<file path="config.mk">
export PLATFORM = sky130hd
export DESIGN_NAME = stc_sample_timing_cfg
export DESIGN_NICKNAME = d
export VERILOG_FILES = /design/src/logic/stc_pkg.sv /design/src/logic/stc_cfg_if.sv /design/src/logic/stc_latency_timing.sv /design/src/logic/stc_sample_timing_cfg.sv
export SDC_FILE = /design/constraint.sdc
export NUM_CORES = 1
export LEC_CHECK = 0
export ABC_AREA = 1
export BUFFER_PORTS_ARGS = -buffer_cell sky130_fd_sc_hd__clkbuf_2
export CORE_UTILIZATION = 50
export CTS_BUF_LIST = sky130_fd_sc_hd__clkbuf_2
export CTS_CLUSTER_SIZE = 30
export DETAILED_ROUTE_END_ITERATION = 10
export GPL_ROUTABILITY_DRIVEN = 0
export PLACE_DENSITY = 0.71
export SLEW_MARGIN = 20
export SYNTH_ARGS = -nofsm -noshare
export SYNTH_HDL_FRONTEND = slang
export SYNTH_SLANG_ARGS = --single-unit
</file>
<file path="constraint.sdc">
create_clock -name i_mclk -period 8.7 [get_ports i_mclk]
set_input_delay 1.74 -clock i_mclk [delete_from_list [all_inputs] [get_ports i_mclk]]
set_output_delay 1.74 -clock i_mclk [all_outputs]
set_load 0.02 [all_outputs]
</file>
<file path="src/logic/stc_pkg.sv">
// Shared constants for the chip-time and sampling configuration block.
// Assumes a single 200 MHz clock and the register map of the sensor core.
package stc_pkg;

  // Register map
  localparam logic [7:0] STC_CFG_ADDR  = 8'h23;
  localparam logic [7:0] STC_CFG_RESET = 8'h00;

  // Field positions inside the configuration byte
  localparam int STC_TOP_BIT_POS    = 7;
  localparam int STC_REPEAT_LSB     = 5;
  localparam int STC_FAULT_LATCH_POS = 4;
  localparam int STC_SS_EN_POS      = 4;
  localparam int STC_CHIP_LSB       = 0;

  // Communication modes
  localparam logic [2:0] STC_MODE_DSI3      = 3'h0;
  localparam logic [2:0] STC_MODE_PSI5      = 3'h1;
  localparam logic [2:0] STC_MODE_PSI5_PROG = 3'h2;
  localparam logic [2:0] STC_MODE_SPI       = 3'h3;
  localparam logic [2:0] STC_MODE_I2C       = 3'h4;

  // Timing
  localparam int STC_CLK_MHZ      = 200;
  localparam int STC_CLK_NS       = 1000 / STC_CLK_MHZ;
  localparam int STC_CRM_CHIP_NS  = 5000;
  localparam int STC_PSI_FAST_NS  = 5300;
  localparam int STC_PSI_SLOW_NS  = 8000;
  localparam logic [3:0] STC_DSI_SLEW_MIN_CODE = 4'h2;

  // Repetition limit of the startup self-test
  function automatic logic [3:0] stc_repeat_limit(input logic [1:0] code);
    unique case (code)
      2'h0:    stc_repeat_limit = 4'h8;
      2'h1:    stc_repeat_limit = 4'h1;
      2'h2:    stc_repeat_limit = 4'h4;
      default: stc_repeat_limit = 4'h2;
    endcase
  endfunction

  // Periodic-collection chip time in ns
  function automatic int stc_dsi_chip_ns(input logic [3:0] code);
    unique case (code)
      4'h0:    stc_dsi_chip_ns = 1000;
      4'h1:    stc_dsi_chip_ns = 2000;
      4'h2:    stc_dsi_chip_ns = 2500;
      4'h3:    stc_dsi_chip_ns = 2600;
      4'h4:    stc_dsi_chip_ns = 2600;
      4'h5:    stc_dsi_chip_ns = 2700;
      4'h6:    stc_dsi_chip_ns = 2800;
      4'h7:    stc_dsi_chip_ns = 2900;
      4'h8:    stc_dsi_chip_ns = 3000;
      4'h9:    stc_dsi_chip_ns = 3100;
      4'hA:    stc_dsi_chip_ns = 3200;
      4'hB:    stc_dsi_chip_ns = 3300;
      4'hC:    stc_dsi_chip_ns = 3500;
      4'hD:    stc_dsi_chip_ns = 4000;
      4'hE:    stc_dsi_chip_ns = 4500;
      default: stc_dsi_chip_ns = 5000;
    endcase
  endfunction

  // Whole clock cycles in a time given in ns
  function automatic logic [15:0] stc_cycles(input int ns);
    stc_cycles = 16'(ns / STC_CLK_NS);
  endfunction

endpackage

</file>
<file path="src/logic/stc_cfg_if.sv">
// Configuration fields passed from the register block to the timing unit.
// Driven by the register block only; the timing unit reads them.
`timescale 1ns/100ps
interface stc_cfg_if;
  logic [2:0] mode;
  logic       ss_en;
  logic [3:0] chip_period_code;

  modport owner  (output mode, output ss_en, output chip_period_code);
  modport timing (input mode, input ss_en, input chip_period_code);
endinterface

</file>
<file path="src/logic/stc_latency_timing.sv">
// Sample-latency reference selection and chip/bit-time enable generator.
// Assumes all strobes are one-cycle pulses synchronous to i_mclk.
`timescale 1ns/100ps
module stc_latency_timing
  import stc_pkg::*;
#(
  parameter int NSRC = 8
)(
  // Clock and reset
  input  wire logic              i_mclk,
  input  wire logic              i_rst_n,
  // Configuration
  stc_cfg_if.timing              cfg,
  // Latency reference events
  input  wire logic              i_periodic_response_start,
  input  wire logic              i_dsi_cmd_fall,
  input  wire logic              i_psi_slot_start,
  input  wire logic              i_psi_sync,
  input  wire logic              i_spi_cs_fall,
  input  wire logic [2:0]        i_source_slot_id,
  input  wire logic [NSRC-1:0]   i_source_enable,
  input  wire logic              i_i2c_data_read,
  // Response transmission
  input  wire logic              i_pdcm_active,
  input  wire logic              i_tx_start,
  input  wire logic              i_tx_active,
  // Results
  output logic                   o_sample_strobe,
  output logic [NSRC-1:0]        o_sample_mask,
  output logic                   o_chip_tick,
  output logic                   o_slew_enable
);

  typedef struct packed {
    logic            strobe;
    logic [NSRC-1:0] mask;
    logic            tick;
    logic            slew;
    logic [15:0]     cnt;
  } stc_lt_state_t;

  stc_lt_state_t st_r;
  stc_lt_state_t st_nxt;

  logic [NSRC-1:0] lowest;
  logic [15:0]     period;
  logic            timed;

  always_comb
  begin
    st_nxt = st_r;
    lowest = '0;
    for (int i = NSRC - 1; i >= 0; i--)
      if (i_source_enable[i])
        lowest = NSRC'(1) << i;
    st_nxt.strobe = 1'b0;
    st_nxt.mask   = '0;
    unique case (cfg.mode)
      STC_MODE_DSI3:
      begin
        st_nxt.strobe = cfg.ss_en ? i_dsi_cmd_fall
                                  : i_periodic_response_start;
        st_nxt.mask   = i_source_enable;
      end
      STC_MODE_PSI5, STC_MODE_PSI5_PROG:
      begin
        st_nxt.strobe = cfg.ss_en ? i_psi_sync
                                  : i_psi_slot_start;
        st_nxt.mask   = i_source_enable;
      end
      STC_MODE_SPI:
      begin
        if (i_spi_cs_fall && !cfg.ss_en)
        begin
          st_nxt.strobe = 1'b1;
          st_nxt.mask   = (NSRC'(1) << i_source_slot_id)
                          & i_source_enable;
        end
        else if (i_spi_cs_fall
                 && ((NSRC'(1) << i_source_slot_id) == lowest))
        begin
          // Others stay stale until the lowest slot is asked for
          st_nxt.strobe = 1'b1;
          st_nxt.mask   = i_source_enable;
        end
      end
      default:
      begin
        // Sampling selection is stored but has no effect here
        st_nxt.strobe = i_i2c_data_read;
        st_nxt.mask   = i_source_enable;
      end
    endcase
    if (!st_nxt.strobe)
      st_nxt.mask = '0;

    timed  = 1'b1;
    period = stc_cycles(STC_CRM_CHIP_NS);
    st_nxt.slew = 1'b1;
    unique case (cfg.mode)
      STC_MODE_DSI3:
        if (i_pdcm_active)
        begin
          period      = stc_cycles(stc_dsi_chip_ns(cfg.chip_period_code));
          st_nxt.slew = cfg.chip_period_code >= STC_DSI_SLEW_MIN_CODE;
        end
      STC_MODE_PSI5, STC_MODE_PSI5_PROG:
        period = cfg.chip_period_code[3] ? stc_cycles(STC_PSI_SLOW_NS)
                                         : stc_cycles(STC_PSI_FAST_NS);
      default:
      begin
        timed       = 1'b0;
        st_nxt.slew = 1'b0;
      end
    endcase

    st_nxt.tick = 1'b0;
    if (i_tx_start || !i_tx_active || !timed)
      st_nxt.cnt = '0;
    else if (st_r.cnt == period - 16'h0001)
    begin
      st_nxt.cnt  = '0;
      st_nxt.tick = 1'b1;
    end
    else
      st_nxt.cnt = st_r.cnt + 16'h0001;
  end

  always_ff @(posedge i_mclk or negedge i_rst_n)
  begin
    if (!i_rst_n)
      st_r <= '0;
    else
      st_r <= st_nxt;
  end

  assign o_sample_strobe = st_r.strobe;
  assign o_sample_mask   = st_r.mask;
  assign o_chip_tick     = st_r.tick;
  assign o_slew_enable   = st_r.slew;

endmodule

</file>
<file path="src/logic/stc_sample_timing_cfg.sv">
// Chip-time and sampling configuration register with its control logic:
// register access, integrity shadow, self-test repetition and fault latch.
// Assumes a simple synchronous register port from the active serial link.
`timescale 1ns/100ps

// Function
// Register is readable and writable in DSI3, SPI, I2C, PSI5 programming
// Register contents are covered by the read/write array integrity check
// PSI5 repeat code 00/01/10/11 allows 8/1/4/2 self-test runs
// Self-test fail flag sets only after the selected runs all fail
// PSI5 with fault latch set holds every fault until reset
// PSI5 with fault latch clear uses normal automatic fault clearing
// DSI3 synchronous sampling: latency from periodic response start
// DSI3 simultaneous sampling: latency from collection command falling edge
// PSI5 synchronous sampling: latency referenced to the assigned time slot
// PSI5 simultaneous sampling: latency referenced to the sync pulse
// SPI synchronous: each slot referenced to its own request select edge
// SPI simultaneous: all slots referenced to slot zero request edge
// If slot zero disabled, lowest enabled slot becomes common reference
// Higher slots update only when lowest enabled slot is requested
// Host should include lowest enabled slot requests to keep data fresh
// In I2C the sampling bit is stored and read but changes nothing
// PSI5 bit time: codes 0-7 give 189 kHz, 8-15 give 125 kHz
// DSI3 code applies to periodic collection; other traffic 5 us slewed
// In SPI and I2C the chip code is stored and read only
module stc_sample_timing_cfg
  import stc_pkg::*;
#(
  parameter int NSRC   = 8,
  parameter int NFAULT = 8
)(
  // Clock and reset
  input  wire logic              i_mclk,
  input  wire logic              i_rst_n,
  // Operating mode
  input  wire logic [2:0]        i_comm_mode,
  // Register port
  input  wire logic [7:0]        i_reg_addr,
  input  wire logic              i_reg_wr,
  input  wire logic              i_reg_rd,
  input  wire logic [7:0]        i_reg_wdata,
  output logic [7:0]             o_reg_rdata,
  output logic                   o_reg_hit,
  // Integrity check
  output logic                   o_cfg_parity,
  output logic                   o_integrity_err,
  // Self-test
  input  wire logic              i_selftest_start,
  input  wire logic              i_selftest_done,
  input  wire logic              i_selftest_pass,
  output logic                   o_selftest_run,
  output logic                   o_selftest_busy,
  output logic                   o_selftest_fail_flag,
  output logic [3:0]             o_selftest_count,
  // Internal faults
  input  wire logic [NFAULT-1:0] i_fault_set,
  input  wire logic [NFAULT-1:0] i_fault_autoclr,
  output logic [NFAULT-1:0]      o_fault_flags,
  // Latency reference events
  input  wire logic              i_periodic_response_start,
  input  wire logic              i_dsi_cmd_fall,
  input  wire logic              i_psi_slot_start,
  input  wire logic              i_psi_sync,
  input  wire logic              i_spi_cs_fall,
  input  wire logic [2:0]        i_source_slot_id,
  input  wire logic [NSRC-1:0]   i_source_enable,
  input  wire logic              i_i2c_data_read,
  // Response transmission
  input  wire logic              i_pdcm_active,
  input  wire logic              i_tx_start,
  input  wire logic              i_tx_active,
  // Sampling and timing outputs
  output logic                   o_sample_strobe,
  output logic [NSRC-1:0]        o_sample_mask,
  output logic                   o_chip_tick,
  output logic                   o_slew_enable,
  // Decoded configuration
  output logic                   o_selftest_top_bit,
  output logic [1:0]             o_selftest_repeat_limit,
  output logic                   o_ss_en,
  output logic [3:0]             o_chip_period_code
);

  typedef enum logic [1:0] {
    ST_IDLE,
    ST_WAIT,
    ST_DONE
  } stc_st_state_t;

  typedef struct packed {
    logic [7:0]        cfg;
    logic [7:0]        shadow;
    logic [7:0]        rdata;
    logic              hit;
    logic              ierr;
    stc_st_state_t     st;
    logic [3:0]        count;
    logic              run;
    logic              fail;
    logic [NFAULT-1:0] faults;
  } stc_state_t;

  stc_state_t s_r;
  stc_state_t s_nxt;

  logic psi5;
  logic access_ok;
  logic addr_hit;
  logic latch_on;
  logic [3:0] limit;

  stc_cfg_if cfg_bus ();

  assign psi5      = (i_comm_mode == STC_MODE_PSI5)
                     || (i_comm_mode == STC_MODE_PSI5_PROG);
  // Normal PSI5 runs from the stored image; no host can reach it then
  assign access_ok = (i_comm_mode == STC_MODE_DSI3)
                     || (i_comm_mode == STC_MODE_SPI)
                     || (i_comm_mode == STC_MODE_I2C)
                     || (i_comm_mode == STC_MODE_PSI5_PROG);
  assign addr_hit  = access_ok && (i_reg_addr == STC_CFG_ADDR);
  assign latch_on  = s_r.cfg[STC_FAULT_LATCH_POS];
  assign limit     = stc_repeat_limit(
                       s_r.cfg[STC_REPEAT_LSB +: 2]);

  always_comb
  begin
    s_nxt = s_r;

    // Register access
    s_nxt.hit = 1'b0;
    if (i_reg_wr && addr_hit)
    begin
      s_nxt.cfg    = i_reg_wdata;
      s_nxt.shadow = ~i_reg_wdata;
    end
    if (i_reg_rd && addr_hit)
    begin
      s_nxt.rdata = s_r.cfg;
      s_nxt.hit   = 1'b1;
    end
    else if (i_reg_rd)
      s_nxt.rdata = 8'h00;

    // Complement shadow catches upsets in either copy
    s_nxt.ierr = s_r.ierr || (s_r.cfg != ~s_r.shadow);

    // Startup self-test repetition
    s_nxt.run = 1'b0;
    unique case (s_r.st)
      ST_IDLE:
        if (i_selftest_start && psi5)
        begin
          s_nxt.count = 4'h0;
          s_nxt.run   = 1'b1;
          s_nxt.st    = ST_WAIT;
        end
      ST_WAIT:
        if (i_selftest_done)
        begin
          if (i_selftest_pass)
            s_nxt.st = ST_DONE;
          else if (s_r.count + 4'h1 >= limit)
          begin
            s_nxt.count = s_r.count + 4'h1;
            s_nxt.fail  = 1'b1;
            s_nxt.st    = ST_DONE;
          end
          else
          begin
            s_nxt.count = s_r.count + 4'h1;
            s_nxt.run   = 1'b1;
          end
        end
      ST_DONE:
        if (i_selftest_start && psi5)
        begin
          s_nxt.count = 4'h0;
          s_nxt.run   = 1'b1;
          s_nxt.st    = ST_WAIT;
        end
    endcase

    // Fault flags: a new fault beats a clear in the same cycle
    if (psi5 && latch_on)
      s_nxt.faults = s_r.faults | i_fault_set;
    else
      s_nxt.faults = (s_r.faults & ~i_fault_autoclr) | i_fault_set;
  end

  always_ff @(posedge i_mclk or negedge i_rst_n)
  begin
    if (!i_rst_n)
    begin
      s_r        <= '0;
      s_r.cfg    <= STC_CFG_RESET;
      s_r.shadow <= ~STC_CFG_RESET;
      s_r.st     <= ST_IDLE;
    end
    else
      s_r <= s_nxt;
  end

  assign cfg_bus.mode             = i_comm_mode;
  assign cfg_bus.ss_en            = s_r.cfg[STC_SS_EN_POS];
  assign cfg_bus.chip_period_code = s_r.cfg[STC_CHIP_LSB +: 4];

  stc_latency_timing #(
    .NSRC (NSRC)
  ) u_timing (
    .i_mclk                    (i_mclk),
    .i_rst_n                   (i_rst_n),
    .cfg                       (cfg_bus),
    .i_periodic_response_start (i_periodic_response_start),
    .i_dsi_cmd_fall            (i_dsi_cmd_fall),
    .i_psi_slot_start          (i_psi_slot_start),
    .i_psi_sync                (i_psi_sync),
    .i_spi_cs_fall             (i_spi_cs_fall),
    .i_source_slot_id          (i_source_slot_id),
    .i_source_enable           (i_source_enable),
    .i_i2c_data_read           (i_i2c_data_read),
    .i_pdcm_active             (i_pdcm_active),
    .i_tx_start                (i_tx_start),
    .i_tx_active               (i_tx_active),
    .o_sample_strobe           (o_sample_strobe),
    .o_sample_mask             (o_sample_mask),
    .o_chip_tick               (o_chip_tick),
    .o_slew_enable             (o_slew_enable)
  );

  assign o_reg_rdata             = s_r.rdata;
  assign o_reg_hit               = s_r.hit;
  assign o_cfg_parity            = ^s_r.cfg;
  assign o_integrity_err         = s_r.ierr;
  assign o_selftest_run          = s_r.run;
  assign o_selftest_busy         = (s_r.st == ST_WAIT);
  assign o_selftest_fail_flag    = s_r.fail;
  assign o_selftest_count        = s_r.count;
  assign o_fault_flags           = s_r.faults;
  assign o_selftest_top_bit      = s_r.cfg[STC_TOP_BIT_POS];
  assign o_selftest_repeat_limit = s_r.cfg[STC_REPEAT_LSB +: 2];
  assign o_ss_en                 = s_r.cfg[STC_SS_EN_POS];
  assign o_chip_period_code      = s_r.cfg[STC_CHIP_LSB +: 4];

endmodule

</file>
# Yosys cells after proc, flatten, opt, wreduce, memory -nomap -nowiden
# Memories as Yosys holds them, arrays and structs flattened.
# Index checks and enable logic that the tools add are counted.
dict set report word_totals {
  ff_bits 69
  mem_bits_ro 176
  inputBits 62
  out_inout_bits 45
  word_cells 114
  memories 1
}
# memory words word_bits rd rd_clocked_by_memory_dff write_ports line
set mem_list {}
lappend mem_list {{(no name shown)} 16 11 1 0 0 stc_pkg.sv:43} ;# unique case (code)
dict set report classes {
  addsub 3
  n_div 1
  order_cmp 2
  eq_ne 16
  shift 1
  n_mux 39
  n_bitwise 8
  reduce_logical 28
}
# op count
set ops {}
lappend ops {{$mux 8} 13}
lappend ops {{$mux 32} 2}
lappend ops {{$mux 16} 3}
lappend ops {{$div 32x4->32 const B} 1}
lappend ops {{$pmux 16 s2} 1}
lappend ops {{$pmux 9 s3} 1}
lappend ops {{$not 8->8} 3}
lappend ops {{$mux 9} 2}
lappend ops {{$add 16x1->16 const B} 1}
lappend ops {{$and 8x8->8} 2}
lappend ops {{$eq 16x16->1} 1}
lappend ops {{$or 8x8->8} 2}
lappend ops {{$sub 16x1->16 const B} 1}
lappend ops {{$pmux 7 s2} 1}
lappend ops {{$pmux 4 s3} 1}
lappend ops {{$mux 10} 1}
lappend ops {{$mux 1} 9}
lappend ops {{$eq 8x6->1 const B} 1}
lappend ops {{$eq 8x8->1} 1}
lappend ops {{$ne 8x8->1} 1}
lappend ops {{$reduce_xor 8->1} 1}
lappend ops {{$shl 1x3->8 const A} 1}
lappend ops {{$logic_and 1x1->1} 7}
lappend ops {{$logic_or 1x1->1} 7}
lappend ops {{other kinds (24)} 34}

# Depth between registers and ports, before layout
dict set report logic_depth {
  ltp_word 14
  ltp_mapped 74
}

# Hierarchy
# A second synthesis with hierarchy kept.
dict set report hier_totals {
  hier_cells 881
  hier_area_um2 6010.8
}
# mod n_inst cells_each area_per_inst_um2
set by_module_without_submodules {}
lappend by_module_without_submodules {stc_latency_timing 1 636 3743.6}
lappend by_module_without_submodules {stc_sample_timing_cfg 1 245 2267.2}

# Worst setup path before layout
# No wires, ideal clock.
dict set report synth_path {
  path_kind {reg-to-reg}
  start {register s_r, in the netlist o_chip_period_code[1]}
  end {register u_timing.st_r[10] (netlist bit)}
  setup_ps 111
  arrival_ps 6729
  required_ps 8589
  setup_slack_ps 1861
  stages_incl_launch_ff 69
  path_buffers 1
  period_less_slack_ps 6839
  path_cell_list {dfrtp_1 -> inv_2 -> ha_1 -> inv_1 -> nand2_1 -> nand3_1 -> nand2_2 -> nor2_1 -> o21bai_4 -> nand2_2 -> nand2_2 -> nand2_4 -> nand3_1 -> nand3_1 -> nand2_2 -> nand2_2 -> nand2_1 -> nand2_1 -> [... 33 more ...] -> nor2_1 -> nand3_1 -> nand2_1 -> ha_1 -> nand4_1 -> o21ai_1 -> nand2_1 -> nand2_1 -> nand2_1 -> nor2_1 -> nand3_1 -> nor2_1 -> nand2_1 -> nor2_2 -> nand4_4 -> buf_6 -> nand2_2 -> inv_2}
}
# item line
set synth_rtl {}
lappend synth_rtl {{start: declaration} stc_sample_timing_cfg.sv:103} ;# stc_state_t s_r;
lappend synth_rtl {{start signal: assignment} stc_sample_timing_cfg.sv:201} ;# s_r <= s_nxt;
lappend synth_rtl {{end signal: assignment} stc_latency_timing.sv:134} ;# st_r <= st_nxt;
lappend synth_rtl {{end: declaration} stc_latency_timing.sv:42} ;# stc_lt_state_t st_r;

==> metrics.txt <==
syn_area_per_cell=6.891 um2; htree depth=3; # DRC=0; Total GRT Usage=0.2532; CTS root buf=clkbuf_2; P&R area growth vs syn=9.188%; core area=10980 um2; CTS sink cnt=69; Total Wirelength=13700 um; CTS Buffer Depth=2; Worst Max-Slew Pin Slew=878.1 ps; Final setup viols=0; Inserted Clock Buffers=9; commonest non-fill, non-tap cell in the layout=nand2_1; Yosys top cell area share=0.2669; Top cell by count, worst path=nand2_1; most frequent cells in the layout=nand2_1 (171), inv_1 (126), clkbuf_2 (114); Chip Width=109.0 um; number of enable flip-flop cells after synthesis=0; vias post-DR=5382; Layout Nets=985; TNS Setup=0 ps; Mapped Cells=830; Design Power=2154 uW; Seq/Total Area, Yosys=0.3037; max-capacitance violation count=0; boundary pin count=107; share of layout cells above drive strength 1=0.2363; dominant synthesized flop cell=dfrtp_1; Slew HR=0.4146; Pre-antenna DRT Iters=4; Worst-path clk slew=190 ps; unrepaired setup endpoints after global routing=no; Worst Clk Skew=45.51 ps; post-synthesis instance area=5719 um2; CP endpoint kind=flop; initial DRC count=323; synth unique cells=55; CP required=9190 ps; Vias/cell=5.121; WL/cell=13.03 um; fin. max-slew vios=0; Crit Path Max Fanout=17; Power Density=344.9 nW/um2; vias in the first global route=5151; asr flop ratio synth=1.000; row count=38; CP Launch Type=flop; GRT Residual Overflow=0; post-route cell area=6245 um2; first-pass GRT wire length=23160 um; LEAKAGE=0.003356 uW; shortest period the worst path allows=7634 ps; top cells by area, synth=dfrtp_1 (27%), nand2_1 (11%), inv_1 (8.3%); largest area contributor in the netlist=dfrtp_1; TritonCTS clock tree=built; slowest stage delay, CP=650 ps; number of port buffers=106; post-DP HPWL=10830 um; Yosys warning count=0; HP Class=flop to flop; DIE AREA=11870 um2; DP Area=6131 um2; fin crit share=0.8775; outcome=finished, final reports clean; DRT antenna net count=0; Die Y=109.0 um; hold_buf cts=0; Fin. Hold Viols=0; worst skew pair latency=600 ps; CP Data Arrival Time=8120 ps; initial antenna violation count=1; Mapped Nets=910; Worst path slowest cell=dfrtp_1; Initial Util=0.5207; largest net degree at the start of global routing=70; Yosys reg bits=69; CP Class=flop to flop; Max Freq=131.0 MHz; peak supply drop=0.0006098 V
==> routing by layer <==
layer / wire [um] / global-route usage
met2: 6250 / 0.4070
met4: 312 / 0.08687
met1: 6540 / 0.3291
met5: 0 / 0
met3: 592 / 0.06515
==> cell families (layout without fill, tap and decap cells) <==
kind of cell	Yosys count	after routing	synth area share
fa+ha+maj	18	18	0.03938
other cells	0	1	0
flops	69	69	0.3037
buf+inv	197	277	0.1540
simple gates	397	397	0.3314
compound gates	125	125	0.1295
xor+xnor	24	24	0.04201
==> state kept, by name (all words and copies together) (netlist names) <==
signal	count
o_selftest_run	1
u_timing.o_sample_strobe	1
u_timing.o_sample_mask	8
o_selftest_fail_flag	1
o_selftest_top_bit	1
o_reg_hit	1
u_timing.o_chip_tick	1
s_r	10
o_chip_period_code	4
u_timing.o_slew_enable	1
o_fault_flags	8
u_timing.st_r	16
o_ss_en	1
o_selftest_count	4
o_integrity_err	1
o_reg_rdata	8
o_selftest_repeat_limit	2
==> worst max-delay path: cells and delay by family (launching register included) <==
kind	cells	cell delay, ps
AND/OR/NAND/NOR	51	4920
flip-flops	1	650
adder cells (fa/ha/maj)	4	880
AO/OA/AOI/OAI	2	370
buffers and inverters	8	710
==> cells in the mapped netlist, types with 13 or more instances <==
cell	number
a21oi_1	33
nand3_1	56
ha_1	18
inv_2	23
buf_4	34
nand2_2	34
xor2_1	13
nor2_1	65
inv_1	126
nor3_1	24
nand4_1	18
o21ai_0	46
dfrtp_1	61
nand2_1	171
==> power breakdown <==
part | total [uW] | switching [uW] | leakage, uW | internal (uW)
sequential | 356 | 15.6 | 0.000846 | 341
clock | 161 | 126 | 0.0000567 | 35.6
combinational | 1640 | 1080 | 0.00245 | 559
total | 2150 | 1220 | 0.00336 | 935
==> what timing repair did <==
item	CTS	global route
setup buffers	0	1
setup endpoints to repair	0	17
resized for setup	0	3
==> path summary, 6_finish.rpt <==
| path | to | slack [ps] | from | depth (start not counted) |
|---|---|---|---|---|
| max in group asynchronous | o_chip_period_code[1] | 6810 | i_rst_n | 1 |
| worst max-delay path | u_timing.st_r[3] | 1070 | o_chip_period_code[2] | 65 |
| worst max register to register | u_timing.st_r[3] | 1070 | o_chip_period_code[2] | 65 |
| worst min register to register | o_fault_flags[5] | 510 | o_fault_flags[5] | 1 |
| worst min-delay path | o_fault_flags[5] | 510 | o_fault_flags[5] | 1 |
| min in group asynchronous | o_selftest_count[2] | 1200 | i_rst_n | 1 |
==> per-stage QoR <==
stage	worst slack (ps)	utilization	hold WS, ps	cells
2_1_floorplan	1861	-	453.7	830
3_3_place_gp	1095	0.5582	467.3	1033
3_5_place_dp	838.8	0.5582	467.3	1033
4_1_cts	817.8	0.5662	514.2	1049
5_1_grt	0.4237	0.5686	530.7	1051
6_report	1066	0.5686	505.7	1051
==> cell type report <==
cell class / instances / area, um2
repair buffers: 108 / 560.5
fillers: 1131 / 4738
diodes: 1 / 2.502
multi-input cells: 564 / 3102
well taps: 140 / 175.2
clock buffers: 9 / 45.04
flip-flops and latches: 69 / 1740
clock inverters: 7 / 42.54
inverters: 153 / 576.8
Power figures use the tool's default switching activity.
